==> src/core/lmcd_defs.svh <==
// Overview of operation
// - Bias command bit 0 selects 1/9 (0) or 1/7 (1) bias; the code loads it only while the follower is on.
// - In read/modify/write, reads keep the column; writes add one.
// - Read/modify/write lasts until the end command or a software reset arrives.
// - End command leaves the mode and restores the saved column.
// - Software reset reinitialises addresses, scan, ratio, contrast, indicator, modes.
// - Software reset leaves display RAM contents alone.
// - Common mode bit 3 picks forward or reverse scan; bits 2..0 ignored.
// - Power control bits 2,1,0 switch booster, regulator, follower.
// - Ratio command loads three low bits as divider ratio.
// - Contrast value byte stores six low bits, then leaves pending mode.
// - Only indicator commands and software reset change the static indicator mode.
// - Indicator ON waits for the register byte; OFF is one byte.
// - Indicator register byte loads two-bit blink mode and clears pending.
// - All-points-on while display off enters power save.
// - Mode 00 off, 01 one-second blink, 10 half-second blink, 11 on.
// - Power save is sleep with indicator off, standby with it on.
// - Software reset during standby moves to sleep.
`ifndef LMCD_DEFS_SVH
`define LMCD_DEFS_SVH

`define LMCD_ADR_CMD 4'h0
`define LMCD_ADR_STATUS 4'h4
`define LMCD_ADR_SETTING 4'h8

`define LMCD_CMD_DATA_BIT 8
`define LMCD_CMD_READ_BIT 9

`define LMCD_OP_RMW 8'hE0
`define LMCD_OP_END 8'hEE
`define LMCD_OP_RESET 8'hE2
`define LMCD_OP_NOP 8'hE3
`define LMCD_OP_VOLUME 8'h81
`define LMCD_OP_IND_OFF 8'hAC
`define LMCD_OP_IND_ON 8'hAD

`define LMCD_COL_MAX 8'h83
`define LMCD_PAGE_MAX 4'h8
`define LMCD_RST_RATIO 3'h0
`define LMCD_RST_DRIVE 6'h20

`define LMCD_CLK_KHZ 200000
`define LMCD_BLINK_STEP_MS 250
`define LMCD_BLINK_STEP_CYC (`LMCD_BLINK_STEP_MS * `LMCD_CLK_KHZ)

`endif

==> src/core/lmcd_pkg.sv <==
`default_nettype none
package lmcd_pkg;

typedef enum logic [2:0] {
    LMCD_PS_AWAKE = 3'h1,
    LMCD_PS_SLEEP = 3'h2,
    LMCD_PS_STANDBY = 3'h4
} lmcd_ps_t;

typedef enum logic [2:0] {
    LMCD_PD_NONE = 3'h1,
    LMCD_PD_VOLUME = 3'h2,
    LMCD_PD_INDIC = 3'h4
} lmcd_pend_t;

typedef struct packed {
    logic cyc;
    logic stb;
    logic we;
    logic [3:0] adr;
    logic [3:0] sel;
    logic [31:0] dat;
} lmcd_wb_req_t;

typedef struct packed {
    logic ack;
    logic [31:0] dat;
} lmcd_wb_rsp_t;

typedef struct packed {
    logic biasSel;
    logic comReverse;
    logic booster;
    logic regulator;
    logic follower;
    logic [2:0] ratio;
    logic [5:0] driveLevel;
    logic [1:0] indMode;
    logic [7:0] column;
    logic [7:0] savedColumn;
    logic rmw;
    logic testMode;
    logic [5:0] startLine;
    logic [3:0] page;
    logic displayOn;
    logic allOn;
    lmcd_ps_t ps;
    lmcd_pend_t pend;
} lmcd_ctrl_t;

endpackage
`default_nettype wire

==> src/core/lmcd_blink_gen.sv <==
`default_nettype none
`include "lmcd_defs.svh"
module lmcd_blink_gen #(
    parameter int CNT_W = 26,
    parameter logic [CNT_W-1:0] STEP = CNT_W'(`LMCD_BLINK_STEP_CYC)
) (
    // Clock and reset
    input wire logic ref_clk,
    input wire logic arst_n,
    // Control
    input wire logic run,
    // Phase count, bit 0 toggles each step
    output logic [1:0] phase
);

typedef struct packed {
    logic [CNT_W-1:0] cnt;
    logic [1:0] phase;
} lmcd_blink_st_t;

lmcd_blink_st_t st_reg;
lmcd_blink_st_t st_next;

always_comb begin
    st_next = st_reg;
    if (!run) begin
        st_next.cnt = '0;
    end else if (st_reg.cnt >= STEP - CNT_W'(1)) begin
        st_next.cnt = '0;
        st_next.phase = st_reg.phase + 2'h1;
    end else begin
        st_next.cnt = st_reg.cnt + CNT_W'(1);
    end
end

always_ff @(posedge ref_clk or negedge arst_n) begin
    if (!arst_n) begin
        st_reg <= '0;
    end else begin
        st_reg <= st_next;
    end
end

assign phase = st_reg.phase;

endmodule
`default_nettype wire

==> src/core/lmcd_decoder.sv <==
`default_nettype none
`include "lmcd_defs.svh"
module lmcd_decoder #(
    parameter int BLINK_W = 26,
    parameter logic [BLINK_W-1:0] BLINK_STEP_CYC = BLINK_W'(`LMCD_BLINK_STEP_CYC)
) (
    // Clock and reset
    input wire logic ref_clk,
    input wire logic arst_n,
    // Wishbone slave
    input wire lmcd_pkg::lmcd_wb_req_t wbReq,
    output lmcd_pkg::lmcd_wb_rsp_t wbRsp,
    // Decoded settings toward the analog and scan logic
    output lmcd_pkg::lmcd_ctrl_t ctrlOut,
    // Static indicator drive
    output logic indicatorDriveOut
);

typedef struct packed {
    lmcd_pkg::lmcd_ctrl_t ctrl;
    logic ack;
    logic [31:0] rdata;
    logic indOut;
} lmcd_state_t;

lmcd_state_t st_reg;
lmcd_state_t st_next;
logic [1:0] blinkPhase;
logic blinkRun;

// Column stops at its top value instead of wrapping
function automatic logic [7:0] colInc(input logic [7:0] c);
    if (c >= `LMCD_COL_MAX) begin
        return c;
    end
    return c + 8'h01;
endfunction

// Standby keeps only the indicator alive, so power save picks by its state
function automatic lmcd_pkg::lmcd_ps_t psEntry(input logic [1:0] mode);
    if (mode != 2'h0) begin
        return lmcd_pkg::LMCD_PS_STANDBY;
    end
    return lmcd_pkg::LMCD_PS_SLEEP;
endfunction

function automatic logic [31:0] statusWord(input lmcd_pkg::lmcd_ctrl_t c);
    logic [31:0] w;
    w = 32'h0;
    w[0] = c.biasSel;
    w[1] = c.comReverse;
    w[2] = c.booster;
    w[3] = c.regulator;
    w[4] = c.follower;
    w[5] = c.rmw;
    w[6] = c.testMode;
    w[7] = c.displayOn;
    w[8] = c.allOn;
    w[11:9] = c.ps;
    w[14:12] = c.pend;
    return w;
endfunction

function automatic logic [31:0] settingWord(input lmcd_pkg::lmcd_ctrl_t c);
    logic [31:0] w;
    w = 32'h0;
    w[2:0] = c.ratio;
    w[9:4] = c.driveLevel;
    w[11:10] = c.indMode;
    w[19:12] = c.column;
    w[25:20] = c.startLine;
    w[29:26] = c.page;
    return w;
endfunction

// Blink steps only while the indicator has a supply to run on
assign blinkRun = (st_reg.ctrl.ps != lmcd_pkg::LMCD_PS_SLEEP);

lmcd_blink_gen #(
    .CNT_W(BLINK_W),
    .STEP(BLINK_STEP_CYC)
) u_blink (
    .ref_clk(ref_clk),
    .arst_n(arst_n),
    .run(blinkRun),
    .phase(blinkPhase)
);

always_comb begin
    logic req;
    logic cmdWrite;
    logic [7:0] cb;
    logic isData;
    logic isRead;
    req = 1'b0;
    cmdWrite = 1'b0;
    cb = 8'h0;
    isData = 1'b0;
    isRead = 1'b0;
    st_next = st_reg;

    // Registered ack: one wait state, then dropped for a cycle
    req = wbReq.cyc && wbReq.stb && !st_reg.ack;
    st_next.ack = req;
    st_next.rdata = 32'h0;
    if (req && !wbReq.we) begin
        unique case (wbReq.adr)
            `LMCD_ADR_STATUS: begin
                st_next.rdata = statusWord(st_reg.ctrl);
            end
            `LMCD_ADR_SETTING: begin
                st_next.rdata = settingWord(st_reg.ctrl);
            end
            default: begin
                st_next.rdata = 32'h0;
            end
        endcase
    end

    // A command byte needs lanes 0 and 1 since the select bits sit in lane 1
    cmdWrite = req && wbReq.we && (wbReq.adr == `LMCD_ADR_CMD)
        && wbReq.sel[0] && wbReq.sel[1];
    cb = wbReq.dat[7:0];
    isData = wbReq.dat[`LMCD_CMD_DATA_BIT];
    isRead = wbReq.dat[`LMCD_CMD_READ_BIT];

    if (cmdWrite) begin
        if (st_reg.ctrl.pend != lmcd_pkg::LMCD_PD_NONE) begin
            if (!isData) begin
                if (st_reg.ctrl.pend == lmcd_pkg::LMCD_PD_VOLUME) begin
                    st_next.ctrl.driveLevel = cb[5:0];
                end else begin
                    st_next.ctrl.indMode = cb[1:0];
                end
                st_next.ctrl.pend = lmcd_pkg::LMCD_PD_NONE;
            end
        end else if (isData) begin
            if (!(isRead && st_reg.ctrl.rmw)) begin
                st_next.ctrl.column = colInc(st_reg.ctrl.column);
            end
        end else begin
            unique casez (cb)
                8'b1010_111?: begin
                    st_next.ctrl.displayOn = cb[0];
                    if (cb[0]) begin
                        st_next.ctrl.ps = lmcd_pkg::LMCD_PS_AWAKE;
                    end else if (st_reg.ctrl.allOn) begin
                        st_next.ctrl.ps = psEntry(st_reg.ctrl.indMode);
                    end
                end
                8'b1010_010?: begin
                    st_next.ctrl.allOn = cb[0];
                    if (!cb[0]) begin
                        st_next.ctrl.ps = lmcd_pkg::LMCD_PS_AWAKE;
                    end else if (!st_reg.ctrl.displayOn) begin
                        st_next.ctrl.ps = psEntry(st_reg.ctrl.indMode);
                    end
                end
                8'b01??_????: begin
                    st_next.ctrl.startLine = cb[5:0];
                end
                8'b1011_????: begin
                    if (cb[3:0] <= `LMCD_PAGE_MAX) begin
                        st_next.ctrl.page = cb[3:0];
                    end
                end
                8'b0001_????: begin
                    st_next.ctrl.column = {cb[3:0], st_reg.ctrl.column[3:0]};
                end
                8'b0000_????: begin
                    st_next.ctrl.column = {st_reg.ctrl.column[7:4], cb[3:0]};
                end
                8'b1010_001?: begin
                    if (st_reg.ctrl.follower) begin
                        st_next.ctrl.biasSel = cb[0];
                    end
                end
                `LMCD_OP_RMW: begin
                    if (!st_reg.ctrl.rmw) begin
                        st_next.ctrl.savedColumn = st_reg.ctrl.column;
                    end
                    st_next.ctrl.rmw = 1'b1;
                end
                `LMCD_OP_END: begin
                    if (st_reg.ctrl.rmw) begin
                        st_next.ctrl.column = st_reg.ctrl.savedColumn;
                    end
                    st_next.ctrl.rmw = 1'b0;
                end
                `LMCD_OP_RESET: begin
                    st_next.ctrl.startLine = 6'h0;
                    st_next.ctrl.column = 8'h0;
                    st_next.ctrl.page = 4'h0;
                    st_next.ctrl.comReverse = 1'b0;
                    st_next.ctrl.ratio = `LMCD_RST_RATIO;
                    st_next.ctrl.driveLevel = `LMCD_RST_DRIVE;
                    st_next.ctrl.indMode = 2'h0;
                    st_next.ctrl.rmw = 1'b0;
                    st_next.ctrl.testMode = 1'b0;
                    if (st_reg.ctrl.ps == lmcd_pkg::LMCD_PS_STANDBY) begin
                        st_next.ctrl.ps = lmcd_pkg::LMCD_PS_SLEEP;
                    end
                end
                `LMCD_OP_NOP: begin
                    st_next.ctrl.testMode = 1'b0;
                end
                8'b1100_????: begin
                    st_next.ctrl.comReverse = cb[3];
                end
                8'b0010_1???: begin
                    st_next.ctrl.booster = cb[2];
                    st_next.ctrl.regulator = cb[1];
                    st_next.ctrl.follower = cb[0];
                end
                8'b0010_0???: begin
                    st_next.ctrl.ratio = cb[2:0];
                end
                `LMCD_OP_VOLUME: begin
                    st_next.ctrl.pend = lmcd_pkg::LMCD_PD_VOLUME;
                end
                `LMCD_OP_IND_OFF: begin
                    st_next.ctrl.indMode = 2'h0;
                end
                `LMCD_OP_IND_ON: begin
                    st_next.ctrl.pend = lmcd_pkg::LMCD_PD_INDIC;
                end
                8'b1111_????: begin
                    st_next.ctrl.testMode = 1'b1;
                end
                default: begin
                    st_next.ctrl.testMode = st_reg.ctrl.testMode;
                end
            endcase
        end
    end

    if (st_reg.ctrl.ps == lmcd_pkg::LMCD_PS_SLEEP) begin
        st_next.indOut = 1'b0;
    end else begin
        unique case (st_reg.ctrl.indMode)
            2'h0: st_next.indOut = 1'b0;
            2'h1: st_next.indOut = blinkPhase[1];
            2'h2: st_next.indOut = blinkPhase[0];
            2'h3: st_next.indOut = 1'b1;
        endcase
    end
end

always_ff @(posedge ref_clk or negedge arst_n) begin
    if (!arst_n) begin
        st_reg <= '0;
        st_reg.ctrl.ratio <= `LMCD_RST_RATIO;
        st_reg.ctrl.driveLevel <= `LMCD_RST_DRIVE;
        st_reg.ctrl.ps <= lmcd_pkg::LMCD_PS_AWAKE;
        st_reg.ctrl.pend <= lmcd_pkg::LMCD_PD_NONE;
    end else begin
        st_reg <= st_next;
    end
end

assign wbRsp.ack = st_reg.ack;
assign wbRsp.dat = st_reg.rdata;
assign ctrlOut = st_reg.ctrl;
assign indicatorDriveOut = st_reg.indOut;

endmodule
`default_nettype wire

==> config.mk <==
export PLATFORM = sky130hd
export DESIGN_NAME = lmcd_decoder
export DESIGN_NICKNAME = d
export VERILOG_FILES = /design/src/core/lmcd_pkg.sv /design/src/core/lmcd_blink_gen.sv /design/src/core/lmcd_decoder.sv
export VERILOG_INCLUDE_DIRS = /design/src /design/src/core
export SDC_FILE = /design/constraint.sdc
export NUM_CORES = 1
export LEC_CHECK = 0
export BUFFER_PORTS_ARGS = -buffer_cell sky130_fd_sc_hd__buf_2
export CAP_MARGIN = 10
export CORE_ASPECT_RATIO = 1.2
export CORE_MARGIN = 8
export CORE_UTILIZATION = 50
export CTS_CLUSTER_DIAMETER = 30
export CTS_CLUSTER_SIZE = 30
export DETAILED_ROUTE_END_ITERATION = 8
export PLACE_DENSITY_LB_ADDON = 0.3
export SLEW_MARGIN = 20
export SYNTH_ARGS = -nofsm -noshare
export SYNTH_HDL_FRONTEND = slang
export SYNTH_SLANG_ARGS = --single-unit
==> constraint.sdc <==
create_clock -name ref_clk -period 2.5 [get_ports ref_clk]
set_clock_uncertainty 0.05 [all_clocks]
set_input_delay 0.5 -clock ref_clk [delete_from_list [all_inputs] [get_ports ref_clk]]
set_output_delay 0.5 -clock ref_clk [all_outputs]
set_load 0.01 [all_outputs]
# Word-level counts from Yosys, hierarchy flattened
# Cells that the tools add are included.
[word_totals]
regBits = 114
output_inout_bits = 86
wordCells = 172
[classes]
n_eq_ne = 37
n_bitwise = 2
order_cmp = 3
reduce_logical = 47
addsub = 3
mux = 56
[op_table]
columns = ["operator", "count"]
rows = [
  ["one-hot mux 30 bit (2 select lines)", 1],
  ["equality test 8 bit, second input constant", 7],
  ["two-way mux 8 bit", 7],
  ["two-way mux 26 bit", 2],
  ["AND reduction 4 bit", 11],
  ["two-way mux 3 bit", 11],
  ["two-way mux 32 bit", 1],
  ["one-hot mux 8 bit (4 select lines)", 1],
  ["adder 26 x 1 -> 26 bit, second input constant", 1],
  [">= comparator 26 bit, second input constant", 1],
  ["equality test 7 bit, second input constant", 3],
  ["two-way mux 1 bit", 19],
  ["nonzero test 2 bit", 9],
  ["equality test 4 bit, second input constant", 4],
  ["two-way mux 6 bit", 2],
  ["!= test 2 bit, second input constant", 6],
  ["one-hot mux 3 bit (2 select lines)", 2],
  ["one-hot mux 6 bit (2 select lines)", 1],
  ["AND reduction 6 bit", 2],
  ["equality test 5 x 3 -> 1 bit, second input constant", 2],
  ["AND reduction 5 bit", 2],
  ["!= test 3 bit, second input constant", 3],
  ["one-hot mux 3 bit (3 select lines)", 1],
  ["adder 8 x 1 -> 8 bit, second input constant", 1],
  ["28 further kinds", 48],
]

# Longest topological paths before layout
# Gate-level depths: netlist (run 1).
[depth]
ltp_word = 12
depth_mapped = 8
depth_no_buf = 6

# Hierarchy
# Synthesis (run 1) repeated with hierarchy kept, for this count alone.
[unflattened]
cells_unflattened = 568
hier_area_um2 = 5711.7
[modules_own_cells]
columns = ["mod", "area_each_um2", "instances", "cells_each"]
rows = [
  ["lmcd_decoder", 4135.2, 1, 398],
  ["lmcd_blink_gen", 1576.5, 1, 170],
]

# Least setup slack after synthesis (run 1)
# No wires, ideal clock.
[synth_timing]
path_type = "register to register"
start = "register st_reg (netlist bit ctrlOut[28])"
end = "register st_reg (netlist bit ctrlOut[31])"
path_slack_ps = 288
setup_ps = 69
period_less_slack_ps = 2212
path_buffers = 1
path_stages_with_launch = 8
t_required_ps = 2381
arrival_ps = 2093
cell_sequence = "dfrtp_1 ha_1 a211oi_1 a211oi_1 a2111o_1 buf_6 or4_1 nand3_1"
[synth_between]
elab_chain_cells = 8
word_cells_on_any_way = 12
cone_classes = "add/sub (1); order compare (1); eq/ne (1); mux (8); reduce/logical (1)"
[synth_lines]
columns = ["item", "line", "source"]
rows = [
  ["start, declared", "lmcd_decoder.sv:26", "lmcd_state_t st_reg;"],
  ["start signal, assigned", "lmcd_decoder.sv:257", "st_reg <= st_next;"],
  [">= comparator 8 bit (no line)", "--", ""],
  ["two-way mux 1 bit", "lmcd_decoder.sv:33", "if (c >= `LMCD_COL_MAX) begin"],
  ["two-way mux 1 bit", "lmcd_decoder.sv:138", "if (!(isRead && st_reg.ctrl.rmw)) begin"],
  ["two-way mux 1 bit", "lmcd_decoder.sv:137", "end else if (isData) begin"],
  ["two-way mux 1 bit", "lmcd_decoder.sv:128", "if (st_reg.ctrl.pend != lmcd_pkg::LMCD_PD_NONE) begin"],
  ["two-way mux 1 bit", "lmcd_decoder.sv:127", "if (cmdWrite) begin"],
  ["!= test 3 bit (no line)", "--", ""],
  ["AND reduction 6 bit (no line)", "--", ""],
]
# Several ways; a longest one is shown, not always the timed one. The select of a mux whose other input is x is not followed.
# A chain may end at the register's enable or synchronous reset.

# Worst setup path in the final report (run 1)
[layout_timing]
start = "register st_reg (netlist bit ctrlOut[0])"
end = "register st_reg (netlist bit ctrlOut[4])"
[layout_between]
elab_chain_cells = 3
[layout_lines]
columns = ["item", "line"]
rows = [
  ["!= test 3 x 1 -> 1 bit", "lmcd_decoder.sv:128"],
  ["inverter 1 bit (no line)", "--"],
  ["AND reduction 7 bit (no line)", "--"],
]
# Every way passes these cells.

==> flow_metrics.env, run 1 <==
export IMPL_hpwlAfterDp_um=10700
export IMPL_cp_data_required_time_ns=2.68
export IMPL_arrival_ns=2.45
export IMPL_ys_async_sr_fraction_pct=100
export IMPL_routedWlPerCell_um=18.5
export IMPL_path_clk_slew_ns=0.07
export IMPL_syn_avg_cell_area_sq_um=10.5
export IMPL_slew_headroom_pct=61.2
export IMPL_cellPowerDensity_nw_per_um2=524
export IMPL_slew_violations=0
export IMPL_hold_violations=0
export IMPL_grt_overflow=0
export IMPL_port_buffers=104
export IMPL_netlist_instances=531
export IMPL_hold_class="register to register"
export IMPL_rsz0062_at_grt="false"
export IMPL_slowest_delay_ns=0.59
export IMPL_synth_area_leader_cell="dfrtp_1"
export IMPL_period_share_pct=90.7
export IMPL_fp_dieArea_sq_um=14800
export IMPL_grt_total_usage_pct=20.2
export IMPL_crit_type="register to register"
export IMPL_cp_start_kind="register"
export IMPL_max_freq_mhz=441
export IMPL_drcViolationCount=0
export IMPL_yosys_top_cells_count="dfrtp_1, nor2_1, mux2_2"
export IMPL_largest_reg_flops=52
export IMPL_synthDistinctLibCells=69
export IMPL_cts_sinks=112
export IMPL_ys_ff_latch=112
export IMPL_cts_setup_buffers=0
export IMPL_seqCellArea_sq_um=2810
export IMPL_gp_congestion=0.914
export IMPL_multi_input_area_sq_um=2560
export IMPL_num_rows=42
export IMPL_cts_tree="done"
export IMPL_synth_edf_count=0
export IMPL_grt_pass1_wl_um=24100
export IMPL_outcome="finished, final reports clean"
export IMPL_cp_startpoint="ctrlOut[0]"
export IMPL_finalSetupViolCount=0
export IMPL_grt_start_max_net_pins=65
export IMPL_crit_slowest_cell="dfstp_2"
export IMPL_io_pins=131
export IMPL_ant_nets=0
export IMPL_root_buffer="clkbuf_16"
export IMPL_via_per_inst=5.84
export IMPL_hold_start="u_blink.phase[1]"
export IMPL_cts_buffers=9
export IMPL_vias=4601
export IMPL_first_pass_iters=5
export IMPL_grt_pass1_vias=4685
export IMPL_holdWs_ns=0.439
export IMPL_dieHeight_um=132
export IMPL_syn_area_sq_um=5580
export IMPL_drive_above_1_share_pct=30.8
export IMPL_cp_cell_sequence="nor2b_1, or2b_1, nor3_2, o2111ai_1, mux2_2"
export IMPL_drt_wl_total_um=14600
export IMPL_antenna_found_initial=1
export IMPL_ff2ff_path_depth=5
export IMPL_peakVddDrop_mv=0.306
export IMPL_area_growth_pct=19.9
export IMPL_crit_family="simple AND/OR/NAND/NOR gates"
export IMPL_yosysMostFrequentCell="dfrtp_1"
export IMPL_finalSetupTns_ns=0
export IMPL_setup_worst_path_end_class="register"
export IMPL_final_nets=697
export IMPL_yosysSeqAreaShare_pct=50.3
export IMPL_min_period_ns=2.27
export IMPL_worst_path_stages=5
export IMPL_yosysTopAreaCellShare_pct=48.9
export IMPL_ctsLongestPathBuffers=2
export IMPL_yosysWarnings=0
export IMPL_drtIter0Drc=419
export IMPL_n_fill_cell=924
export IMPL_cap_viol_max_count=0
export IMPL_start_util_pct=51.0
export IMPL_h_tree_depth=3
export IMPL_die_w_um=112
export IMPL_rr_startpoint="ctrlOut[0]"
export IMPL_core_area_sq_um=10900
export IMPL_clk_latency_ns=0.35
export IMPL_whs_path_depth=1
export IMPL_ys_top_cells_by_area="dfrtp_1, mux2_2, nor2_1"
export IMPL_cp_num_buf_inv=0
export IMPL_cp_max_fo=6
export IMPL_synthFlopType="dfrtp_1"
export IMPL_max_slew_worst_pin_slew_ns=0.577
export IMPL_p_leak_uw=0.00325
==> repair_timing <==
action,4_1_cts,5_1_grt
hold buffers,1,0
hold endpoints to repair,4,0
setup endpoints to repair,0,0
gates resized for setup,0,0
==> routing by layer <==
layer / vias up / global-route usage (%) / part of all wire, %
li1: 2140 / - / -
met1: 2311 / 23.5 / 41
met2: 133 / 35.9 / 54
met3: 17 / 3.25 / 4.0
met4: 0 / 8.34 / 1.5
met5: - / 0 / 0
==> power by group <==
| group | leakage [uW] | switching, uW | total (uW) | internal (uW) |
|---|---|---|---|---|
| Combinational | 0.00162 | 173 | 280 | 106 |
| Clock | 0.000125 | 654 | 1360 | 707 |
| Sequential | 0.00150 | 29.7 | 1860 | 1830 |
| Total | 0.00325 | 857 | 3510 | 2650 |
==> area by class of cell <==
class | count | share of cell area [%]
Antenna cell | 1 | 0.0374
Clock buffer | 12 | 3.69
Clock inverter | 4 | 0.468
Inverter | 7 | 0.393
Multi-Input combinational cell | 377 | 38.3
Sequential cell | 112 | 42.0
Tap cell | 132 | 2.47
Timing Repair Buffer | 143 | 12.6
==> cells in the final DEF (no fill, tap or decap), drive strengths merged, types with 3 or more instances in the layout <==
master,synthesis,layout
buf,14,142
dfrtp,109,109
nor2,60,60
mux2,31,31
nand2,29,29
nand3,24,24
and2,23,23
xor2,16,16
a22oi,16,16
o21ai,16,16
nand4,15,15
clkbuf,22,12
and3,11,11
xnor2,11,11
a21oi,10,10
nor3,10,10
nor4,9,9
inv,7,7
or3,7,7
nor2b,7,7
mux2i,7,7
nand2b,6,6
nand4b,5,5
a32o,4,4
a31oi,4,4
nand3b,4,4
nor3b,4,4
and4,3,3
a211oi,3,3
o31ai,3,3
a21o,3,3
a22o,3,3
clkinvlp,0,3
dfstp,3,3
nor4b,3,3
==> worst register-to-register path, cell delays in order, from the launching register on <==
cell and delay (ns):
dfstp_2 0.59, nor2b_1 0.23, or2b_1 0.34, nor3_2 0.32, o2111ai_1 0.29, mux2_2 0.34
==> final timing paths <==
| check | endpoint | slack (ns) |
|---|---|---|
| max in group asynchronous | ctrlOut[3] | 1.37 |
| worst min-delay path | u_blink.phase[1] | 0.44 |
| worst max-delay path | ctrlOut[4] | 0.23 |
| worst max register to register | ctrlOut[4] | 0.23 |
| min in group asynchronous | wbRsp[10] | 0.46 |
| worst min register to register | u_blink.phase[1] | 0.44 |
==> through the flow <==
stage	total power (uW)	worst slack (ns)	cells	util [%]	instance area (sq um)
2_1_floorplan	2040	0.288	532	-	5580
3_3_place_gp	2160	0.158	770	58.5	6390
3_5_place_dp	2170	0.128	770	58.5	6390
4_1_cts	3530	0.221	787	61.1	6680
5_1_grt	3620	0.0801	788	61.2	6690
6_report	3510	0.232	788	61.2	6690
==> logic make-up (layout without fill, tap and decap cells) <==
group                    Yosys count  after routing  share of synthesized area (%)
multiplexers                      38             38                           7.52
XOR/XNOR                          27             27                           4.38
AO/OA/AOI/OAI                     78             78                           10.1
other                              1              3                         0.0672
adder cells (fa/ha/maj)            2              2                          0.449
AND/OR/NAND/NOR                  230            230                           23.3
flip-flops                       112            112                           50.3
buffers and inverters             43            166                           3.88
Note: power is estimated with default switching activity, not from simulation.
==> inputs of run 2 (changes only) <==
--- a/constraint.sdc
+++ b/constraint.sdc
@@ -4,2 +4,2 @@
 set_output_delay 0.5 -clock ref_clk [all_outputs]
-set_load 0.01 [all_outputs]
+set_load 0.1 [all_outputs]
==> run 2 against run 1 <==
Against the previous run: register-to-register slack got worse by 0.12 ns; worst setup slack got worse by 0.12 ns; critical path depth unchanged; cell count decreased by 0.38%; routed wire length increased by 1.5%; maximum frequency decreased by 4.9%; core utilization about the same; worst hold slack got worse by 0.36 ns; total power increased by 2.2%; sequential power about the same.
==> flow_metrics.env, run 2 (synthesis gave the netlist of run 1 again) <==
export IMPL_outcome="finished, final reports clean"
export IMPL_finalSetupViolCount=0
export IMPL_crit_family="simple AND/OR/NAND/NOR gates"
export IMPL_grt_pass1_wl_um=24700
export IMPL_setup_worst_path_end_class="register"
export IMPL_num_rows=42
export IMPL_via_per_inst=5.90
export IMPL_root_buffer="clkbuf_16"
export IMPL_grt_pass1_vias=4899
export IMPL_slew_violations=0
export IMPL_drive_above_1_share_pct=31.9
export IMPL_finalSetupTns_ns=0
export IMPL_routedWlPerCell_um=18.9
export IMPL_grt_start_max_net_pins=41
export IMPL_final_nets=695
export IMPL_slew_headroom_pct=63.1
export IMPL_seqCellArea_sq_um=2820
export IMPL_placed_cells=769
export IMPL_fp_dieArea_sq_um=14800
export IMPL_layout_commonest_cell="buf_2"
export IMPL_core_area_sq_um=10900
export IMPL_die_w_um=112
export IMPL_io_pins=131
export IMPL_port_buffers=104
export IMPL_ctsLongestPathBuffers=2
export IMPL_max_slew_worst_pin_slew_ns=0.553
export IMPL_p_leak_uw=0.00325
export IMPL_cts_tree="done"
export IMPL_clk_latency_ns=0.35
export IMPL_h_tree_depth=3
export IMPL_rsz0062_at_grt="false"
export IMPL_grt_overflow=0
export IMPL_start_util_pct=51.0
export IMPL_gp_congestion=0.879
export IMPL_arrival_ns=2.62
export IMPL_cts_sinks=112
export IMPL_hold_violations=0
export IMPL_grt_total_usage_pct=20.5
export IMPL_cp_start_kind="register"
export IMPL_antenna_found_initial=1
export IMPL_first_pass_iters=5
export IMPL_min_period_ns=2.38
export IMPL_slowest_delay_ns=0.65
export IMPL_hold_class="primary input to asynchronous set/reset pin"
export IMPL_dp_worst_setup_slack_ns=0.0772
export IMPL_period_share_pct=95.4
export IMPL_drt_wl_total_um=14800
export IMPL_drtIter0Drc=400
export IMPL_cp_data_required_time_ns=2.73
export IMPL_dieHeight_um=132
export IMPL_crit_type="register to register"
export IMPL_vias=4633
export IMPL_cp_max_fo=6
export IMPL_largest_reg_flops=52
export IMPL_hpwlAfterDp_um=10900
export IMPL_path_clk_slew_ns=0.07
export IMPL_max_freq_mhz=419
export IMPL_multi_input_area_sq_um=2570
export IMPL_final_cells=785
export IMPL_final_cell_mix="buf_2, dfrtp_1, nor2_1"
export IMPL_holdBufCountCts=0
export IMPL_cp_num_buf_inv=0
export IMPL_drcViolationCount=0
export IMPL_crit_slowest_cell="dfstp_4"
export IMPL_area_growth_pct=19.8
export IMPL_peakVddDrop_mv=0.300
export IMPL_cp_cell_sequence="nor2b_1, or2b_1, a2111o_1, or4_1, nand3_1"
export IMPL_cap_viol_max_count=0
export IMPL_cts_buffers=9
export IMPL_n_fill_cell=932
export IMPL_ant_nets=0
export IMPL_layout_setup_ws_ns=0.115
export IMPL_cellPowerDensity_nw_per_um2=536
run 2: cell count changes in the layout (fill, tap and decap cells not counted), sizes merged:
cell and change:
clkbuf +1, buf -1, clkinvlp -1, dlygate4sd3 -1, clkinv -1
run 2: final timing paths:
| path | start | end | slack, ns | depth (start not counted) |
|---|---|---|---|---|
| worst min register to register | u_blink.phase[0] | u_blink.phase[0] | 0.44 | 1 |
| min in group ref_clk | u_blink.phase[0] | u_blink.phase[0] | 0.44 | 1 |
| max in group asynchronous | arst_n | ctrlOut[15] | 1.67 | 2 |
| worst min-delay path | arst_n | u_blink.st_reg[21] | 0.08 | 1 |
| worst max register to register | ctrlOut[0] | ctrlOut[31] | 0.12 | 5 |
| worst max-delay path | ctrlOut[0] | ctrlOut[31] | 0.12 | 5 |
run 2: layout make-up:
type / instances / area share, %
repair buffers: 141 / 12.2
clock buffers: 13 / 4.04
clock inverters: 2 / 0.225
well taps: 132 / 2.47
diodes: 1 / 0.0375
inverters: 7 / 0.393
flip-flops and latches: 112 / 42.2
multi-input cells: 377 / 38.5
run 2: timing repair:
action                                 4_1_cts  5_1_grt
buffers inserted                             0        0
endpoints found under the hold margin        0        0
setup endpoints to repair                    0        3
resized for setup                            0        1
run 2: metrics by stage:
step | total power [uW] | util (%) | hold slack, ns | cell area (sq um)
6_report | 3580 | 61.1 | 0.0822 | 6680
5_1_grt | 3700 | 61.1 | 0.131 | 6680
4_1_cts | 3610 | 61.0 | 0.100 | 6670
3_5_place_dp | 2230 | 58.4 | 0.431 | 6390
3_3_place_gp | 2230 | 58.4 | 0.410 | 6390
2_1_floorplan | 2100 | - | 0.154 | 5590
run 2: report_power, final:
group	internal (uW)	leakage, uW	switching, uW
registers	1840	0.00150	28.4
clock network	753	0.000134	627
logic	106	0.00161	231
run 2: per-layer routing:
layer	track usage (%)	up-vias	wire length [um]	share of wire, %
met2	35.9	154	7700	52
met4	8.87	0	455	3.1
met3	4.81	31	746	5.0
met5	0	-	0	0
li1	-	2138	-	-
met1	23.4	2310	5900	40
